--- config.mk ---
export PLATFORM = sky130hd
export DESIGN_NAME = osp_param_bank
export DESIGN_NICKNAME = d
export VERILOG_FILES = /design/src/rtl/osp_pkg.sv /design/src/rtl/osp_param_bank.sv
export SDC_FILE = /design/constraint.sdc
export NUM_CORES = 1
export LEC_CHECK = 0
export BUFFER_PORTS_ARGS = -buffer_cell sky130_fd_sc_hd__buf_2
export CORE_MARGIN = 5
export CORE_UTILIZATION = 38
export DETAILED_ROUTE_END_ITERATION = 12
export MAX_ROUTING_LAYER = met4
export PLACE_DENSITY = 0.53
export SETUP_SLACK_MARGIN = 0.2
export SKIP_CTS_REPAIR_TIMING = 1
export SLEW_MARGIN = 25
export SYNTH_ARGS = -nofsm -noshare
export SYNTH_HDL_FRONTEND = slang
export SYNTH_SLANG_ARGS = --single-unit
--- constraint.sdc ---
create_clock -name hclk -period 6.5 [get_ports hclk]
set_input_delay 0.975 -clock hclk [delete_from_list [all_inputs] [get_ports hclk]]
set_output_delay 0.975 -clock hclk [all_outputs]
set_load 0.03 [all_outputs]
--- src/rtl/osp_pkg.sv ---
// Package: constants, register map and carrier types for the option sync/status parameter bank
package osp_pkg;

    // Clock and update tick
    localparam int unsigned CLK_HZ = 25000000;
    localparam int unsigned CLK_PERIOD_NS = 1000000000 / CLK_HZ;
    localparam int unsigned TICK_PERIOD_NS = 250000; // 250 us
    localparam int unsigned TICK_CYCLES = TICK_PERIOD_NS / CLK_PERIOD_NS;

    // Register byte offsets
    localparam logic [7:0] OFS_SC_EN = 8'h00;
    localparam logic [7:0] OFS_AO_ONE = 8'h04;
    localparam logic [7:0] OFS_AO_TWO = 8'h08;
    localparam logic [7:0] OFS_DIN_STAT = 8'h0C;
    localparam logic [7:0] OFS_CNT_BASE = 8'h10;
    localparam logic [7:0] OFS_CNT_STEP = 8'h04;
    localparam logic [7:0] OFS_ROLE_CTL = 8'h20;
    localparam logic [7:0] OFS_ROLE_STAT = 8'h24;
    localparam logic [7:0] OFS_IRQ_STAT = 8'h28;
    localparam logic [7:0] OFS_IRQ_CLR = 8'h2C;
    localparam logic [7:0] OFS_IRQ_EN = 8'h30;

    // Field positions
    localparam int unsigned SC_AO_ONE_BIT = 3;
    localparam int unsigned SC_AO_TWO_BIT = 4;
    localparam int unsigned CNT_GOOD = 0;
    localparam int unsigned CNT_BAD = 1;
    localparam int unsigned CNT_MISSING = 2;
    localparam int unsigned CNT_WIDTH = 3;
    localparam int unsigned IRQ_ROLE_BIT = 4;

    // Reset values and limits
    localparam logic [7:0] SC_EN_RESET = 8'h00;
    localparam logic [10:0] AO_RESET = 11'h000;
    localparam logic [31:0] CNT_RESET = 32'h0000_0000;
    localparam logic [1:0] ROLE_CTL_RESET = 2'h0;
    localparam logic [7:0] ROLE_CTL_MAX = 8'h02;
    localparam logic [4:0] IRQ_RESET = 5'h00;
    localparam logic [15:0] TICK_RESET = 16'h0000;

    // Analog full scale: code +/-1023 is +/-21.4 mA or +/-10 V
    localparam logic [10:0] AO_FS_POS = 11'h3FF;
    localparam logic [10:0] AO_FS_NEG = 11'h401;
    localparam logic [10:0] AO_MOST_NEG = 11'h400;
    localparam int unsigned AO_FS_CURRENT_UA = 21400;
    localparam int unsigned AO_FS_VOLTAGE_MV = 10000;

    // Bus state, Gray coded along idle -> write / idle -> read wait
    typedef enum logic [1:0] {
        ST_IDLE = 2'b00,
        ST_WR = 2'b01,
        ST_RD = 2'b10
    } osp_bus_st_t;

    // Levels from the host drive
    typedef struct packed {
        logic [5:0] gen_in;
        logic drive_enable;
        logic polarity_neg;
        logic [6:0] invert;
        logic [1:0] ao_high_speed;
        logic [1:0] ao_current_mode;
        logic producer_granted;
        logic producer_elsewhere;
        logic rate_compatible;
        logic drive_locked;
    } osp_drv_in_t;

    // One-cycle pulses from the sync message receiver
    typedef struct packed {
        logic width_err;
        logic msg_missing;
        logic msg_bad;
        logic msg_good;
    } osp_evt_t;

    // Analog output shortcut toward the drive
    typedef struct packed {
        logic [10:0] value_one;
        logic [10:0] value_two;
        logic [1:0] valid;
        logic [1:0] current_mode;
    } osp_ao_t;

    // Whole state of the bank
    typedef struct packed {
        osp_bus_st_t st;
        logic [7:0] addr;
        logic hready;
        logic [31:0] hrdata;
        osp_drv_in_t s1;
        osp_drv_in_t s2;
        logic [15:0] tick_cnt;
        logic tick;
        logic [7:0] sc_en;
        logic [10:0] ao_set_one;
        logic [10:0] ao_set_two;
        osp_ao_t ao;
        logic [7:0] din_stat;
        logic [3:0][31:0] cnt;
        logic [1:0] role_ctl;
        logic [7:0] role_stat;
        logic [4:0] istat;
        logic [4:0] ien;
        logic irq;
    } osp_state_t;

endpackage : osp_pkg

--- src/rtl/osp_param_bank.sv ---
// Module: AHB-Lite parameter bank for analog shortcut, input status, sync counters and sync roles
//
// Contract
// - Enabled analog shortcut drives the drive's analog outputs from the two value registers.
// - Analog values transfer only while that drive output is not in high speed mode.
// - Shortcut values pass unscaled; the current range choice never alters scaling.
// - Output type, current or voltage, still follows the drive's analog output mode.
// - Current mode: signed +/-1023 means +/-21.4 mA full scale.
// - Voltage mode: signed +/-1023 means +/-10 V full scale.
// - Input status: inputs one to six in bits 0-5, enable in bit 6, bit 7 zero.
// - Each input bit is taken after logic polarity and per-input inversion.
// - Signed 32-bit counter counts sync messages received with valid checksum.
// - Separate signed 32-bit counter counts sync messages received with bad checksum.
// - Third 32-bit counter counts expected sync messages that never arrived.
// - Fourth 32-bit counter counts sync pulses of incorrect width, per sync event.
// - Role control, range 0 to 2, resets to 0; bit 0 requests producer.
// - Role control bit 1 requests taking part as consumer.
// - Status bits 0 and 1 mirror control bits 1 and 0; bits 7-4 zero.
// - Status bit 2 shows producer obtained; competing producers do not all see it.
// - Consumer bit 2 needs no producer request, remote producer used, compatible rate.
// - Status bit 3, locked within tolerance, only while status bits 2-0 are 1,0,1.
//
// The implementer's own choices: the register offsets and the AHB-Lite slave port.
`timescale 1ns/10ps
`default_nettype none

module osp_param_bank #(
    parameter int unsigned TICK_CYCLES = osp_pkg::TICK_CYCLES
) (
    input wire logic hclk,
    input wire logic hresetn,
    input wire logic hsel,
    input wire logic [31:0] haddr,
    input wire logic [1:0] htrans,
    input wire logic hwrite,
    input wire logic [2:0] hsize,
    input wire logic [31:0] hwdata,
    input wire logic hready,
    output var logic hreadyout,
    output var logic hresp,
    output var logic [31:0] hrdata,
    input wire osp_pkg::osp_drv_in_t drv_in,
    input wire osp_pkg::osp_evt_t sync_evt,
    output var osp_pkg::osp_ao_t ao_out,
    output var logic irq
);

    osp_pkg::osp_state_t st_r;
    osp_pkg::osp_state_t st_nxt;
    logic [3:0] evt_vec;
    logic [3:0] cnt_wr_hit;
    logic wr_phase;
    logic prod_req;
    logic cons_req;
    logic role_got;
    logic [6:0] din_raw;

    // One-hot select of the health counter at an address
    function automatic logic [3:0] osp_cnt_sel(input logic [7:0] a);
        logic [3:0] sel;
        sel = 4'h0;
        for (int i = 0; i < 4; i++) begin
            if (a == 8'(osp_pkg::OFS_CNT_BASE + 8'(i) * osp_pkg::OFS_CNT_STEP)) begin
                sel[i] = 1'b1;
            end
        end
        return sel;
    endfunction : osp_cnt_sel

    // Limit a written code to the symmetric +/-1023 range
    function automatic logic [10:0] osp_ao_clamp(input logic [10:0] v);
        return (v == osp_pkg::AO_MOST_NEG) ? osp_pkg::AO_FS_NEG : v;
    endfunction : osp_ao_clamp

    // Read multiplexer; unmapped and write-only offsets read zero
    function automatic logic [31:0] osp_read(input osp_pkg::osp_state_t s, input logic [7:0] a);
        logic [31:0] d;
        logic [3:0] sel;
        d = 32'h0000_0000;
        sel = osp_cnt_sel(a);
        case (a)
            osp_pkg::OFS_SC_EN: d = {24'h000000, s.sc_en};
            osp_pkg::OFS_AO_ONE: d = {{21{s.ao_set_one[10]}}, s.ao_set_one};
            osp_pkg::OFS_AO_TWO: d = {{21{s.ao_set_two[10]}}, s.ao_set_two};
            osp_pkg::OFS_DIN_STAT: d = {24'h000000, s.din_stat};
            osp_pkg::OFS_ROLE_CTL: d = {30'h0000_0000, s.role_ctl};
            osp_pkg::OFS_ROLE_STAT: d = {24'h000000, s.role_stat};
            osp_pkg::OFS_IRQ_STAT: d = {27'h0000000, s.istat};
            osp_pkg::OFS_IRQ_EN: d = {27'h0000000, s.ien};
            default: begin
                for (int i = 0; i < 4; i++) begin
                    if (sel[i]) begin
                        d = s.cnt[i];
                    end
                end
            end
        endcase
        return d;
    endfunction : osp_read

    // Event pulses in counter order
    assign evt_vec = {sync_evt.width_err, sync_evt.msg_missing, sync_evt.msg_bad, sync_evt.msg_good};
    assign wr_phase = (st_r.st == osp_pkg::ST_WR);
    assign cnt_wr_hit = wr_phase ? osp_cnt_sel(st_r.addr) : 4'h0;
    assign prod_req = st_r.role_ctl[0];
    assign cons_req = st_r.role_ctl[1];
    assign din_raw = {st_r.s2.drive_enable, st_r.s2.gen_in};

    // Producer granted by drive arbitration, or consumer without producer request using a rate-compatible remote producer
    assign role_got = (prod_req & st_r.s2.producer_granted)
                    | (cons_req & ~prod_req & st_r.s2.producer_elsewhere & st_r.s2.rate_compatible);

    // Next state of the whole bank
    always_comb begin
        st_nxt = st_r;
        // Pin synchronisers
        st_nxt.s1 = drv_in;
        st_nxt.s2 = st_r.s1;
        // Update tick divider
        if (st_r.tick_cnt == 16'(TICK_CYCLES - 1)) begin
            st_nxt.tick_cnt = osp_pkg::TICK_RESET;
            st_nxt.tick = 1'b1;
        end else begin
            st_nxt.tick_cnt = st_r.tick_cnt + 16'h0001;
            st_nxt.tick = 1'b0;
        end
        // Write data phase commits to the latched address
        if (wr_phase) begin
            case (st_r.addr)
                osp_pkg::OFS_SC_EN: st_nxt.sc_en = hwdata[7:0];
                osp_pkg::OFS_AO_ONE: st_nxt.ao_set_one = osp_ao_clamp(hwdata[10:0]);
                osp_pkg::OFS_AO_TWO: st_nxt.ao_set_two = osp_ao_clamp(hwdata[10:0]);
                osp_pkg::OFS_ROLE_CTL: begin
                    if (hwdata[7:0] <= osp_pkg::ROLE_CTL_MAX && hwdata[31:8] == 24'h000000) begin
                        st_nxt.role_ctl = hwdata[1:0];
                    end
                end
                osp_pkg::OFS_IRQ_EN: st_nxt.ien = hwdata[4:0];
                default: st_nxt.ien = st_r.ien;
            endcase
        end
        // Health counters: load on write, then count, wrapping at 32 bits
        for (int i = 0; i < 4; i++) begin
            st_nxt.cnt[i] = (cnt_wr_hit[i] ? hwdata : st_r.cnt[i])
                          + {31'h00000000, evt_vec[i]};
        end
        // Role status: mirrored requests, achieved role, lock
        st_nxt.role_stat[0] = st_r.role_ctl[1];
        st_nxt.role_stat[1] = st_r.role_ctl[0];
        st_nxt.role_stat[2] = role_got;
        st_nxt.role_stat[3] = ({role_got, st_r.role_ctl[0], st_r.role_ctl[1]} == 3'b101)
                            & st_r.s2.drive_locked;
        st_nxt.role_stat[7:4] = 4'h0;
        // Sticky interrupt status; a new event wins over a clear
        st_nxt.istat = st_r.istat & ~((wr_phase && st_r.addr == osp_pkg::OFS_IRQ_CLR) ? hwdata[4:0] : 5'h00);
        st_nxt.istat = st_nxt.istat | {st_nxt.role_stat[2] ^ st_r.role_stat[2], evt_vec};
        st_nxt.irq = |(st_nxt.istat & st_nxt.ien);
        // Shortcut output type follows the drive mode at all times
        st_nxt.ao.current_mode = st_r.s2.ao_current_mode;
        // Tick-rate updates: inputs and analog shortcut
        if (st_r.tick) begin
            st_nxt.din_stat = {1'b0, din_raw ^ st_r.s2.invert ^ {7{st_r.s2.polarity_neg}}};
            st_nxt.ao.valid[0] = st_r.sc_en[osp_pkg::SC_AO_ONE_BIT] & ~st_r.s2.ao_high_speed[0];
            st_nxt.ao.valid[1] = st_r.sc_en[osp_pkg::SC_AO_TWO_BIT] & ~st_r.s2.ao_high_speed[1];
            if (st_nxt.ao.valid[0]) begin
                st_nxt.ao.value_one = st_r.ao_set_one;
            end
            if (st_nxt.ao.valid[1]) begin
                st_nxt.ao.value_two = st_r.ao_set_two;
            end
        end
        // Bus sequencing: reads get one wait state so a preceding write is seen
        case (st_r.st)
            osp_pkg::ST_RD: begin
                st_nxt.hrdata = osp_read(st_r, st_r.addr);
                st_nxt.hready = 1'b1;
                st_nxt.st = osp_pkg::ST_IDLE;
            end
            osp_pkg::ST_IDLE, osp_pkg::ST_WR: begin
                st_nxt.st = osp_pkg::ST_IDLE;
                st_nxt.hready = 1'b1;
                if (hsel && htrans[1] && hready) begin
                    st_nxt.addr = haddr[7:0];
                    if (hwrite) begin
                        st_nxt.st = osp_pkg::ST_WR;
                    end else begin
                        st_nxt.st = osp_pkg::ST_RD;
                        st_nxt.hready = 1'b0;
                    end
                end
            end
            default: begin
                st_nxt.st = osp_pkg::ST_IDLE;
                st_nxt.hready = 1'b1;
            end
        endcase
    end

    // State register
    always_ff @(posedge hclk or negedge hresetn) begin
        if (!hresetn) begin
            st_r <= '0;
            st_r.st <= osp_pkg::ST_IDLE;
            st_r.hready <= 1'b1;
            st_r.sc_en <= osp_pkg::SC_EN_RESET;
            st_r.ao_set_one <= osp_pkg::AO_RESET;
            st_r.ao_set_two <= osp_pkg::AO_RESET;
            st_r.cnt <= {4{osp_pkg::CNT_RESET}};
            st_r.role_ctl <= osp_pkg::ROLE_CTL_RESET;
            st_r.istat <= osp_pkg::IRQ_RESET;
            st_r.ien <= osp_pkg::IRQ_RESET;
            st_r.tick_cnt <= osp_pkg::TICK_RESET;
        end else begin
            st_r <= st_nxt;
        end
    end

    // Outputs straight from the state register, except hresp tied low
    assign hreadyout = st_r.hready;
    assign hresp = 1'b0;
    assign hrdata = st_r.hrdata;
    assign ao_out = st_r.ao;
    assign irq = st_r.irq;
endmodule : osp_param_bank

`default_nettype wire

==> results.tsv, run 1 <==
metric	value	unit
end_kind	register	
clock_latency	0.57	ns
power.density	287.5	mW/mm^2
nets	1874	
cts-buffers-inserted	39	
finalSetupTns	0	ns
synthTopCellsByCount	dfrtp_1 (313), nand2_1 (163), nor2_1 (130)	
die_x	223.8	um
ctsRootBufferMaster	clkbuf_16	
synthMuxAreaShare	0.1204	
h-tree-depth	2	
worstSetupStartpointType	register	
rsz0062_at_grt	false	
yosys_warnings	0	
whs_path_depth	0	
first_iter_violations	1248	
netlist_instances	1716	
post_route_cells_drive_above_1_share	0.1913	
first_pass_iters	5	
synth_edf_count	0	
synth_top_family_by_area	simple AND/OR/NAND/NOR gates	
grt_pass1_vias	13350	
finClkSkew	0.02047	ns
ys_types	72	
crit_cells	11	
clkSinkCount	314	
peakVddDrop	0.2207	mV
port-buffer-count	132	
drv_cap	0	
p_total	5.612	mW
grt_pass1_wl	83790	um
fmax	219.3	MHz
ys_seq_area_frac	0.4524	
synth_xor_area_frac	0.1099	
path_class	reg -> reg	
path_buf_inv	1	
synth.area.top_cells	dfrtp_1 (45%), mux2i_1 (6.3%), xor2_1 (5.8%)	
finalWeightedCongestion	0.8965	
routed-via-count	13440	
avgSynthCellArea	10.12	sq um
grt_start_max_net_pins	146	
r2r.worst_path.cells	11	
synth_seq_cells	314	
setup_viol	0	
start_util	0.3836	
area_growth_syn_to_layout	12.39	%
outcome	completed	
drt_wl_total	54520	um
cp_cell_sequence	nand4bb_1 > or3_2 > o21ai_0 > ha_1 > inv_1 > nor4_1 > mux2i_1 > nor3_2 > nand2_1 > nor4b_1 > xnor2_1	
clk_pin_slew_worst_paths	0.06	ns
async_flop_share	1.000	
track_usage	0.2204	
hold_path_class	reg -> reg	
yosysMostFrequentCell	dfrtp_1	
p_leak	8.203	nW
worstMarginPinSlew	1.010	ns
synthSimpleGateAreaFrac	0.1717	
synth_area	0.01737	sq mm
max_slew_margin	0.3203	
hold_viol_final	0	
ios	162	
hold_slack	0.3462	ns
timing.final.crit_period	4.560	ns
utilization	0.4312	
vias_per_cell	5.620	
yosys.area.top_type	dfrtp_1	
cts_tree	yes	
core_area	0.04528	sq mm
antenna_left	0	
required	6.99	ns
syn-num-nets	1827	
synth_top_area_frac	0.4508	
route.detailed.drc	0	
cp.arrival	5.05	ns
dieArea	0.05010	sq mm
grt_overflow_total	0	
antenna_found_initial	3	
die_y	223.8	um
fin_crit_sh	0.7015	
slew_violations	0	
fin_cells	2391	
path_max_fanout	14	
synth_top_flop_cell	dfrtp_1	
dp.final_hpwl	38370	um
synth_compound_area_frac	0.08606	
path_delay_family	simple AND/OR/NAND/NOR gates	
place_inst	2322	
fp-row-count	78	
synth-adder-area-share	0.007202	
critPathSlowestCell	dfrtp_1	
critPathMaxStageDelay	0.81	ns
wl_per_cell	22.80	um
cts_buffer_depth	3	
-- worst paths after layout --
| kind | startpoint | to | slack (ns) |
|---|---|---|---|
| min reg2reg | st_nxt[241] | st_r[241] | 0.35 |
| max in group asynchronous | hresetn | st_r[225] | 4.73 |
| min in group asynchronous | hresetn | hrdata[21] | 0.46 |
| max | st_r[311] | st_r[145] | 1.94 |
| max reg2reg | st_r[311] | st_r[145] | 1.94 |
| min | st_nxt[241] | st_r[241] | 0.35 |
-- routing by layer --
metal / global-route usage / up-vias / share of wire
met4: 0.07095 / 0 / 0.031
met1: 0.3058 / 6703 / 0.45
met5: - / - / 0
met2: 0.3307 / 516 / 0.45
li1: - / 6113 / -
met3: 0.03840 / 105 / 0.068
-- sequential cells by signal, indices dropped and copies added, names as in the netlist --
register / count
irq: 1
cons_req: 1
st_r: 220
st_nxt: 25
hrdata: 32
hreadyout: 1
ao_out: 26
din_raw: 7
prod_req: 1
-- stage by stage --
stage,instance area (sq um),setup slack (ns)
3_5_place_dp,18250,1.999
2_1_floorplan,17370,2.041
4_1_cts,19520,1.983
5_1_grt,19530,1.360
6_report,19530,1.940
3_3_place_gp,18240,2.056
-- area by class of cell --
type | count | area, sq um
Antenna cell | 3 | 7.507
Clock buffer | 56 | 1120
Clock inverter | 10 | 145.1
Fill cell | 4406 | 25760
Inverter | 17 | 63.81
Multi-Input combinational cell | 1227 | 8656
Sequential cell | 314 | 7859
Tap cell | 600 | 750.7
Timing Repair Buffer | 164 | 923.4
-- cell usage in the layout (no fill, tap or decap), types with 4 or more instances in the layout --
master / instances
dfrtp_1: 313
nand2_1: 163
buf_2: 131
nor2_1: 126
xor2_1: 116
mux2i_1: 110
xnor2_1: 102
nand3_1: 91
mux2_2: 78
a22oi_1: 59
o21ai_0: 41
clkbuf_16: 39
nand4_1: 36
a31oi_1: 36
buf_4: 31
and3_1: 30
nor3_1: 30
a21oi_1: 29
inv_1: 17
nor4_1: 17
and4_1: 11
a221oi_1: 10
ha_1: 10
nor2b_1: 9
clkbuf_1: 9
nand2b_1: 8
clkbuf_8: 8
nor4b_1: 7
and2_1: 7
or3_1: 6
a21o_1: 6
a22o_1: 6
mux4_2: 5
nor3_2: 4
a41oi_1: 4
nor2_2: 4
a211oi_1: 4
-- where the power goes --
part           total [mW]  switching, mW  internal [mW]  leakage (nW)
sequential           2.49          0.295           2.19          3.85
clock                2.16          0.884           1.28         0.612
combinational       0.963          0.577          0.386          3.75
total                5.61           1.76           3.86          8.20
-- cell families (layout without fill, tap and decap cells) --
family / after synthesis / after routing
AO/OA/AOI/OAI: 219 / 219
XOR/XNOR: 218 / 218
adder cells (fa/ha/maj): 10 / 10
buffers and inverters: 175 / 247
flip-flops: 314 / 314
multiplexers: 193 / 193
other: 1 / 4
AND/OR/NAND/NOR: 586 / 586
Power figures use the tool's default switching activity.
==> run 2, diff against run 1 <==
- ABC_AREA: default -> 1
- clock period: 6.5 -> 4.3 ns (I/O delays scaled with it)
==> run 2 against run 1 <==
Against the previous run: worst setup slack got worse by 0.80 ns; via count rose by 16%; clock skew fell by 0.0027 ns; first-iteration DRC count rose by 7.2%; synthesized cell count rose by 40%; maximum frequency rose by 44%; final cell count rose by 29%; combinational power rose by 71%; power rose by 53%.
==> results.tsv, run 2 <==
metric	value	unit	change
cts_buffer_depth	3		unchanged
yosys.area.top_type	dfrtp_1		unchanged
path_max_fanout	18		was 14
end_kind	register		unchanged
route.detailed.drc	0		unchanged
power.density	434.1	mW/mm^2	was 287.5 mW/mm^2
required	4.75	ns	was 6.99 ns
p_leak	9.917	nW	was 8.203 nW
timing.final.crit_period	3.162	ns	was 4.560 ns
ys_types	39		was 72
port-buffer-count	132		unchanged
hold_path_class	in -> async		was reg -> reg
finClkSkew	0.01775	ns	was 0.02047 ns
cp.arrival	3.61	ns	was 5.05 ns
routed-via-count	15610		was 13.44k
fp-row-count	79		was 78
ios	162		unchanged
synthTopCellsByCount	nand2_1 (883), dfrtp_1 (313), nor2_1 (261)		was dfrtp_1 (313), nand2_1 (163), nor2_1 (130)
fin_cells	3093		was 2,391
place_ws	1.159	ns	was 1.999 ns
dp.final_hpwl	43610	um	was 38,370 um
nets	2569		was 1,874
finalSetupTns	0	ns	unchanged
track_usage	0.2362		was 0.2204
fin_crit_sh	0.7354		was 0.7015
outcome	completed		unchanged
syn-num-nets	2518		was 1,827
setup_ws	1.138	ns	was 1.940 ns
worstMarginPinSlew	0.8692	ns	was 1.010 ns
critPathSlowestCell	dfrtp_1		unchanged
max_slew_margin	0.4205		was 0.3203
synth_edf_count	0		unchanged
largest_reg_flops	220		unchanged
place_inst	3025		was 2,322
start_util	0.3821		was 0.3836
clk_pin_slew_worst_paths	0.06	ns	about the same
clkSinkCount	314		unchanged
ys_seq_area_frac	0.4436		was 0.4524
layout_commonest_cell	nand2_1		was dfrtp_1
finalWeightedCongestion	0.9483		was 0.8965
clock_latency	0.57	ns	about the same
layout_common_cells	nand2_1 (883), dfrtp_1 (313), nor2_1 (259), inv_1 (183), nand3_1 (173)		was dfrtp_1 (313), nand2_1 (163), buf_2 (131), nor2_1 (126), xor2_1 (116)
slew_violations	0		unchanged
grt_pass1_wl	89910	um	was 83,790 um
critPathMaxStageDelay	0.42	ns	was 0.81 ns
first_iter_violations	1338		was 1,248
hold_viol_final	0		unchanged
path_delay_family	simple AND/OR/NAND/NOR gates		unchanged
cp_cell_sequence	inv_1 > nand2_1 > nor2_1 > buf_4 > nand3_2 > o21ai_0 > ha_1 > ha_1 > nand3_1 > inv_1 > nand2_1 > nor2_2 > nand2_1 > nand2_1 > nand2_1		was nand4bb_1 > or3_2 > o21ai_0 > ha_1 > inv_1 > nor4_1 > mux2i_1 > nor3_2 > nand2_1 > nor4b_1 > xnor2_1
wl_per_cell	19.00	um	was 22.80 um
synth_top_flop_cell	dfrtp_1		unchanged
die_x	225.9	um	was 223.8 um
synth_top_area_frac	0.4421		was 0.4508
synth_seq_cells	314		unchanged
netlist_instances	2407		was 1,716
cts-buffers-inserted	38		was 39
vias_per_cell	5.046		was 5.620
setup_viol	0		unchanged
first_pass_iters	5		unchanged
p_total	8.579	mW	was 5.612 mW
ctsRootBufferMaster	clkbuf_16		unchanged
dieArea	0.05104	sq mm	was 0.05010 sq mm
synth.area.top_cells	dfrtp_1 (44%), nand2_1 (19%), nor2_1 (5.5%)		was dfrtp_1 (45%), mux2i_1 (6.3%), xor2_1 (5.8%)
post_route_cells_drive_above_1_share	0.1159		was 0.1913
die_y	225.9	um	was 223.8 um
antenna_found_initial	1		was 3
async_flop_share	1.000		unchanged
area_growth_syn_to_layout	11.54	%	was 12.39%
grt_overflow_total	0		unchanged
worstSetupStartpointType	register		unchanged
crit_top_cell	nand2_1		
synth_area	0.01772	sq mm	was 0.01737 sq mm
grt_start_max_net_pins	93		was 146
path_buf_inv	3		was 1
drt_wl_total	58760	um	was 54,520 um
yosys_warnings	0		unchanged
core_area	0.04636	sq mm	was 0.04528 sq mm
peakVddDrop	0.2710	mV	was 0.2207 mV
path_class	reg -> reg		unchanged
cts_tree	yes		unchanged
antenna_left	0		unchanged
rsz0062_at_grt	false		unchanged
grt_pass1_vias	15380		was 13.35k
h-tree-depth	2		unchanged
drv_cap	0		unchanged
avgSynthCellArea	7.360	sq um	was 10.12 sq um
yosysMostFrequentCell	nand2_1		was dfrtp_1
largest-register	st_r		unchanged
fmax	316.2	MHz	was 219.3 MHz
==> run 2: cell types whose count changed after synthesis, sizes merged, moves of 45 or more <==
| cell | before | now |
|---|---|---|
| xnor2 | 102 | 23 |
| a22oi | 59 | 0 |
| o21ai | 41 | 104 |
| clkbuf | 74 | 29 |
| mux2i | 110 | 0 |
| mux2 | 78 | 0 |
| inv | 17 | 188 |
| nand2 | 163 | 899 |
| nor2 | 130 | 309 |
| xor2 | 116 | 59 |
| nand3 | 94 | 177 |
==> run 2: cell families after synthesis <==
kind of cell | after synthesis | share of synthesized area
simple gates | 1466 | 0.3531
buf+inv | 331 | 0.09012
flops | 314 | 0.4436
compound gates | 203 | 0.06533
xor+xnor | 82 | 0.04054
fa+ha+maj | 10 | 0.007063
other cells | 1 | 0.0002117
==> run 2: per-layer routing <==
metal	GRT usage	vias up	routed length, um
met5	-	-	0
met3	0.02548	86	3091
li1	-	7657	-
met2	0.3724	402	27150
met1	0.3249	7463	26810
met4	0.06931	0	1703
==> run 2: final timing paths <==
path                               end  cells past startpoint  slack, ns        start
setup / recovery             st_r[105]                     15       1.14    st_r[311]
hold / removal               st_r[219]                      1       0.08      hresetn
setup reg to reg             st_r[105]                     15       1.14    st_r[311]
hold reg to reg              st_r[230]                      0       0.34  st_nxt[230]
max in group asynchronous    st_r[111]                      2       2.96      hresetn
min in group hclk          st_nxt[252]                      1       0.18   drv_in[22]
==> run 2: layout make-up <==
type                            instances  area (sq um)
Sequential cell                       314          7859
Multi-Input combinational cell       1762          8270
Clock buffer                           51          1050
Antenna cell                            1         2.502
Timing Repair Buffer                  153         840.8
Tap cell                              607         759.5
Fill cell                            4802         26600
Inverter                              189         710.7
Clock inverter                         16         267.8
==> run 2: metrics by stage <==
step / hold WS [ns] / cell area, sq um / util
floorplan: 0.3312 / 17720 / -
CTS: 0.1045 / 19760 / 0.4261
global route: 0.1465 / 19760 / 0.4263
global placement: 0.3332 / 18440 / 0.3977
detailed placement: 0.3347 / 18440 / 0.3977
finish: 0.07965 / 19760 / 0.4263
==> run 2: report_power, final <==
group          switching [mW]  internal (mW)  total, mW
sequential              0.201           3.29       3.50
combinational            1.15          0.500       1.65
clock                    1.34           2.09       3.44
total                    2.69           5.88       8.58
